### config.mk
export PLATFORM = sky130hd
export DESIGN_NAME = processor_reset_pin_control
export DESIGN_NICKNAME = d
export VERILOG_FILES = /design/src/rtl/rst_pin_pkg.sv /design/src/rtl/processor_reset_pin_control.sv /design/src/rtl/main_clock_gen.sv
export VERILOG_INCLUDE_DIRS = /design/src /design/src/rtl
export SDC_FILE = /design/constraint.sdc
export NUM_CORES = 1
export LEC_CHECK = 0
export ABC_AREA = 1
export BUFFER_PORTS_ARGS = -buffer_cell sky130_fd_sc_hd__buf_2
export CAP_MARGIN = 20
export CORE_MARGIN = 2
export CORE_UTILIZATION = 35
export CTS_CLUSTER_DIAMETER = 40
export CTS_CLUSTER_SIZE = 12
export DETAILED_ROUTE_END_ITERATION = 6
export GPL_ROUTABILITY_DRIVEN = 1
export PLACE_DENSITY = 0.71
export SLEW_MARGIN = 20
export SYNTH_ARGS = -nofsm -noshare
export SYNTH_HDL_FRONTEND = slang
export SYNTH_HIERARCHICAL = 1
export SYNTH_SLANG_ARGS = --single-unit
export TNS_END_PERCENT = 30
### constraint.sdc
create_clock -name mclk_in -period 2.29 [get_ports mclk_in]
set_input_delay 0.3435 -clock mclk_in [delete_from_list [all_inputs] [get_ports mclk_in]]
set_output_delay 0.3435 -clock mclk_in [all_outputs]
set_load 0.05 [all_outputs]
### src/rtl/rst_pin_params.svh
// Constants for the processor reset pin control block.
`ifndef RST_PIN_PARAMS_SVH
`define RST_PIN_PARAMS_SVH
`define CLK_PERIOD_NS      5
`define MAIN_CLK_DIV       2
`define MIN_RESET_CYCLES   10
`define RESET_CNT_W        4
`define DATA_W             32
`define ADDR_W             24
`define LANES              4
`endif

### src/rtl/rst_pin_pkg.sv
// Types for the processor reset pin control block.
package rst_pin_pkg;
  typedef enum logic [1:0] {
    ST_RESET = 2'b00,
    ST_WAIT  = 2'b01,
    ST_RUN   = 2'b11
  } rst_state_t;
endpackage

### src/rtl/processor_reset_pin_control.sv
// Reset pin control: pin states during and after external reset.
`timescale 1ns/1ps
`default_nettype none
`include "rst_pin_params.svh"
module processor_reset_pin_control
  import rst_pin_pkg::*;
(
  input  wire logic                     mclk_in,
  input  wire logic                     nrst_in,
  input  wire logic [`DATA_W-1:0]       core_data_in,
  input  wire logic [`ADDR_W-1:0]       core_addr_in,
  input  wire logic                     core_bus_drive_in,
  input  wire logic                     core_read_nwrite_in,
  input  wire logic                     core_mem_strobe_in,
  input  wire logic                     core_io_strobe_in,
  input  wire logic [`LANES-1:0]        core_bank0_lane_in,
  input  wire logic [`LANES-1:0]        core_bank1_lane_in,
  input  wire logic                     core_flag_in,
  input  wire logic                     core_flag_drive_in,
  input  wire logic                     bus_ready_n_in,
  input  wire logic                     hold_req_n_in,
  output logic                          main_output_clock_out,
  output logic [`DATA_W-1:0]            primary_data_bus_out,
  output logic                          primary_data_bus_oe_n_out,
  output logic [`ADDR_W-1:0]            primary_address_bus_out,
  output logic                          primary_address_bus_oe_n_out,
  output logic                          read_nwrite_out,
  output logic                          io_space_strobe_out,
  output logic                          primary_memory_strobe_out,
  output logic [`LANES-1:0]             bank0_lane_select_out,
  output logic [`LANES-1:0]             bank1_lane_select_out,
  output logic                          flag_out,
  output logic                          flag_oe_n_out,
  output logic                          bus_ready_n_out,
  output logic                          hold_req_n_out,
  output logic                          core_running_out
);
  // ----------------------------------------
  // Reset state
  // ----------------------------------------
  rst_state_t                 state_q;
  logic [`RESET_CNT_W-1:0]    low_cnt_q;
  logic                       main_rise;
  logic                       run;

  main_clock_gen u_clk (
    .mclk_in               (mclk_in),
    .nrst_in               (nrst_in),
    .main_output_clock_out (main_output_clock_out),
    .rise_out              (main_rise)
  );

  always_ff @(posedge mclk_in or negedge nrst_in) begin
    if (!nrst_in) begin
      state_q <= ST_RESET;
    end else begin
      case (state_q)
        ST_RESET: state_q <= ST_WAIT;
        ST_WAIT: begin
          if (low_cnt_q == `RESET_CNT_W'(`MIN_RESET_CYCLES - 1)) begin
            state_q <= ST_RUN;
          end
        end
        ST_RUN:  state_q <= ST_RUN;
        default: state_q <= ST_RESET;
      endcase
    end
  end

  always_ff @(posedge mclk_in or negedge nrst_in) begin
    if (!nrst_in) begin
      low_cnt_q <= '0;
    end else if (state_q == ST_WAIT && main_rise &&
                 low_cnt_q != `RESET_CNT_W'(`MIN_RESET_CYCLES - 1)) begin
      low_cnt_q <= low_cnt_q + 1'b1;
    end
  end

  assign run = (state_q == ST_RUN);

  always_ff @(posedge mclk_in or negedge nrst_in) begin
    if (!nrst_in) begin
      core_running_out <= 1'b0;
    end else begin
      core_running_out <= run;
    end
  end

  // ----------------------------------------
  // Synchronously reset primary bus
  // ----------------------------------------
  logic sync_rst_q;
  always_ff @(posedge mclk_in) begin
    sync_rst_q <= ~nrst_in;
  end

  always_ff @(posedge mclk_in) begin
    if (sync_rst_q || !nrst_in || !run) begin
      primary_data_bus_out         <= '0;
      primary_data_bus_oe_n_out    <= 1'b1;
      primary_address_bus_out      <= '0;
      primary_address_bus_oe_n_out <= 1'b1;
    end else begin
      primary_data_bus_out         <= core_data_in;
      primary_data_bus_oe_n_out    <= ~core_bus_drive_in;
      primary_address_bus_out      <= core_addr_in;
      primary_address_bus_oe_n_out <= ~core_bus_drive_in;
    end
  end

  always_ff @(posedge mclk_in) begin
    if (!nrst_in || !run) begin
      read_nwrite_out           <= 1'b1;
      io_space_strobe_out       <= 1'b1;
      primary_memory_strobe_out <= 1'b1;
      bank0_lane_select_out     <= '1;
      bank1_lane_select_out     <= '1;
    end else begin
      read_nwrite_out           <= core_read_nwrite_in;
      io_space_strobe_out       <= core_io_strobe_in;
      primary_memory_strobe_out <= core_mem_strobe_in;
      bank0_lane_select_out     <= core_bank0_lane_in;
      bank1_lane_select_out     <= core_bank1_lane_in;
    end
  end

  // ----------------------------------------
  // Asynchronously reset flag pin
  // ----------------------------------------
  // Immediate float.
  always_ff @(posedge mclk_in or negedge nrst_in) begin
    if (!nrst_in) begin
      flag_out      <= 1'b0;
      flag_oe_n_out <= 1'b1;
    end else begin
      flag_out      <= core_flag_in;
      flag_oe_n_out <= ~(core_flag_drive_in && run);
    end
  end

  // ----------------------------------------
  // Inputs unaffected by reset
  // ----------------------------------------
  // Plain sampling.
  always_ff @(posedge mclk_in) begin
    bus_ready_n_out <= bus_ready_n_in;
    hold_req_n_out  <= hold_req_n_in;
  end
endmodule
`default_nettype wire

### src/rtl/main_clock_gen.sv
// Main output clock divider.
`timescale 1ns/1ps
`default_nettype none
`include "rst_pin_params.svh"
module main_clock_gen (
  input  wire logic mclk_in,
  input  wire logic nrst_in,
  output logic      main_output_clock_out,
  output logic      rise_out
);
  // ----------------------------------------
  // Divider
  // ----------------------------------------
  // Main clock generation.
  always_ff @(posedge mclk_in or negedge nrst_in) begin
    if (!nrst_in) begin
      main_output_clock_out <= 1'b0;
    end else begin
      main_output_clock_out <= ~main_output_clock_out;
    end
  end
  always_ff @(posedge mclk_in or negedge nrst_in) begin
    if (!nrst_in) begin
      rise_out <= 1'b0;
    end else begin
      rise_out <= ~main_output_clock_out;
    end
  end
endmodule
`default_nettype wire

# Word level (Yosys, flattened, before mapping)
# Cells that the tools add are included.
# classes
addsub,1
n_eq_ne,5
bitwise,4
reduce_logical,9
n_mux,2
# op_table
op,count
case mux 2 bit (3 select lines),1
adder 4 x 1 -> 4 bit (second input constant),1
equality test 4 bit (second input constant),1
!= test 4 bit (second input constant),1
inverter 1 bit,4
logical AND 1 bit,3
logical OR 1 bit,3
equality test 2 x 1 -> 1 bit (second input constant),1
equality test 2 bit (second input constant),1
logical NOT 1 bit,2
logical NOT 2 bit,1
two-way mux 2 bit,1
!= test 2 bit (second input constant),1
# word_totals
word_cells,38
register_bits,81
inputBits,74
out_inout_bits,75

# Logic depth before layout (Yosys ltp)
# logic_depth
depth_word,3
depth_mapped,8

# Cells and area by module
# Netlist, hierarchy kept.
# modules_own_cells
mod,area_per_inst_um2,instances,cells_each
processor_reset_pin_control,2750.1,1,254
main_clock_gen,36.3,1,3

# Worst setup path after synthesis
# OpenSTA, ideal clock, no wires.
# synth_timing
path_kind,register to register
start,reg u_clk.rise_out
end,reg low_cnt_q[3]
setup_slack_ps,993
stages_incl_launch_ff,7
setup_time_ps,116
period_less_slack_ps,1297
arrival_ps,1180
n_path_buf,1
required_time_ps,2174
cell_sequence,dfrtp_1 buf_4 nand3_1 inv_1 nand2_1 nand2_1 nand2_1
# synth_between
elab_chain_cells,2
# synth_lines
item,line,rtl
start: declaration,main_clock_gen.sv:9,output logic rise_out
start signal: assignment,main_clock_gen.sv:26,rise_out <= ~main_output_clock_out;
logical AND 1 bit (2 in series),processor_reset_pin_control.sv:73,end else if (state_q == ST_WAIT && main_rise &&
end signal: assignment,processor_reset_pin_control.sv:75,low_cnt_q <= low_cnt_q + 1'b1;
end: declaration,processor_reset_pin_control.sv:42,logic [`RESET_CNT_W-1:0] low_cnt_q;
# Every way passes these cells.
# A chain may end at the register's enable or synchronous reset.

# Worst setup path after layout
# layout_timing
start,in nrst_in
end,reg primary_address_bus_out[6]
# layout_between
elab_chain_cells,3
# layout_lines
item,line,rtl
start: declaration,processor_reset_pin_control.sv:9,"input wire logic nrst_in,"
logical NOT 1 bit (no source line),n/a,
logical OR 1 bit (2 in series),processor_reset_pin_control.sv:98,if (sync_rst_q || !nrst_in || !run) begin
end signal: assignment,processor_reset_pin_control.sv:106,primary_address_bus_out <= core_addr_in;
end: declaration,processor_reset_pin_control.sv:25,"output logic [`ADDR_W-1:0] primary_address_bus_out,"
# Every way passes these cells.

==> results_dict.tcl <==
set metrics [dict create \
    numCtsBuffers 9 \
    io_buffers 148 \
    cp.arrival_ps 2050 \
    total_power_w 0.00291 \
    crit_required_ps 2520 \
    p_per_area_nw_per_um2 768 \
    r2r_start "state_q[1]" \
    overflow 0 \
    ys_ff_latch 81 \
    cp-end-kind "flip-flop" \
    gp_congestion 0.719 \
    cts_tree "built" \
    period_minus_slack_ps 1820 \
    drt_iter0_markers 27 \
    min_period_over_period 0.795 \
    slew_violations 0 \
    vias 1987 \
    status "complete, no violations" \
    fin_area_um2 3790 \
    skew_ps 7.83 \
    initial_core_util 0.361 \
    core_area_um2 7730 \
    cap_violations 0 \
    most-common-layout-cells "buf_2, dfxtp_1, inv_1" \
    pin_count 149 \
    fillers 758 \
    yosysWarnings 6 \
    fp.dieArea_um2 8690 \
    cp-start-kind "input pin" \
    grt_pass1_vias 1967 \
    clkSinkCount 81 \
    syn_nets 333 \
    rows 32 \
    p_leak_nw 2.06 \
    drt-vias-per-instance 3.84 \
    cts.clk_slew.worst_paths_ps 80 \
    finalHoldViolCount 0 \
    cts_root_buf "clkbuf_8" \
    grt_max_degree 25 \
    grt_pass1_wl_um 8250 \
    fmax_ghz 0.549 \
    antenna_found_initial 0 \
    cp_max_fo 24 \
    wire_per_inst_um 10.2 \
    post-dp-hpwl_um 4120 \
    min_path_type "in2reg" \
    drive_above_1_share 0.535 \
    layout_commonest_cell "buf_2" \
    area_growth_syn_to_layout_pct 36.1 \
    cts_setup_buffers 0 \
    setup_violations 0 \
    slew_headroom 0.696 \
    wirelength_um 5270 \
    synth.distinct_cells 20 \
    ys_seq_area_frac 0.600 \
    path_class "in2reg" \
    synthCells 257 \
    avgSynthCellArea_um2 10.8 \
    holdWs_ps 106 \
    worst_pin_slew_ps 456 \
    drt_first_pass_iters 5 \
    hold_start "hold_req_n_in" \
    ant_nets 0 \
    grt_use_total 0.122 \
    rsz0062_at_grt "false" \
    tns_ps 0 \
    n_antenna_cell 0 \
    ir_drop_v 0.000309 \
    startpoint "nrst_in" \
    dieWidth_um 93.2 \
    reg2reg_setup_slack_ps 750 \
    drc_errors 0 \
    placed_cell_area_um2 3590 \
    die_h_um 93.2 \
    syn_area_um2 2790 \
    htree_levels 3 \
    clk_latency_ps 330 \
    cts_buffer_depth 2 \
    layout.nets 487 \
]
-- final cells by class --
type	count	area, um^2	share of cell area
Clock buffer	10	138	0.0363
Clock inverter	5	56.3	0.0148
Inverter	68	258	0.0679
Multi-Input combinational cell	99	743	0.196
Sequential cell	81	1670	0.441
Tap cell	102	128	0.0336
Timing Repair Buffer	152	798	0.210
-- critical path, stage by stage --
cell and delay, ps:
dlygate4sd3_1 530, buf_2 210, nand2_2 200, nor2_4 60, inv_4 340, buf_4 310, nor2_4 40
-- metrics by stage --
step / utilization / worst slack, ps / instances
CTS: 0.491 / 458 / 517
finish: 0.491 / 470 / 517
floorplan: - / 993 / 257
detailed placement: 0.465 / 643 / 501
global route: 0.491 / 373 / 517
global placement: 0.465 / 692 / 501
-- final timing paths --
| kind | endpoint | cells past startpoint |
|---|---|---|
| worst max-delay path | primary_address_bus_out[6] | 7 |
| worst max register to register | primary_address_bus_out[6] | 7 |
| min in group asynchronous | low_cnt_q[0] | 2 |
| worst min register to register | u_clk/rise_out | 1 |
| worst min-delay path | hold_req_n_out | 1 |
| max in group asynchronous | flag_oe_n_out | 2 |
-- flip-flops by register name, summed over array words and instances, names as in the netlist, 2 cells and up --
name,flops
primary_data_bus_out,32
primary_address_bus_out,24
bank0_lane_select_out,4
bank1_lane_select_out,4
low_cnt_q,4
state_q,2
-- metal layers --
layer  track usage  up-vias  wire length [um]
li1              -     1018                 -
met1         0.125      881              2010
met2         0.218       81              2740
met3        0.0540        7               456
met5             0        -                 0
met4        0.0466        0                68
-- kinds of logic after synthesis --
family	Yosys count	share of synthesized area
buffers and inverters	77	0.133
flip-flops	81	0.600
AO/OA/AOI/OAI	1	0.00179
adder cells (fa/ha/maj)	2	0.00898
AND/OR/NAND/NOR	96	0.256
-- cells in the mapped netlist --
cell	instances	share of area
inv_2	2	0.0027
a21oi_1	1	0.0018
dfxtp_1	71	0.51
dfrtp_1	9	0.081
nand4_1	1	0.0022
nand3b_1	2	0.0054
buf_2	1	0.0018
buf_6	1	0.0040
ha_1	2	0.0090
or2_2	11	0.025
nand3_1	4	0.0072
nand2_1	19	0.026
nor2_1	17	0.023
buf_12	4	0.029
clkbuf_1	1	0.0013
nor2_4	41	0.17
nand2_2	1	0.0022
inv_1	66	0.089
buf_4	2	0.0054
dfstp_2	1	0.0094
-- power breakdown --
| part | switching [W] | internal (W) |
|---|---|---|
| clock network | 0.000469 | 0.000525 |
| logic | 0.000315 | 0.000126 |
| registers | 0.0000129 | 0.00147 |
| total | 0.000797 | 0.00212 |
-- repair_timing --
action,4_1_cts,5_1_grt
resized for setup,0,0
hold endpoints to repair,9,0
hold buffers,1,0
(Power assumes the default switching activity.)
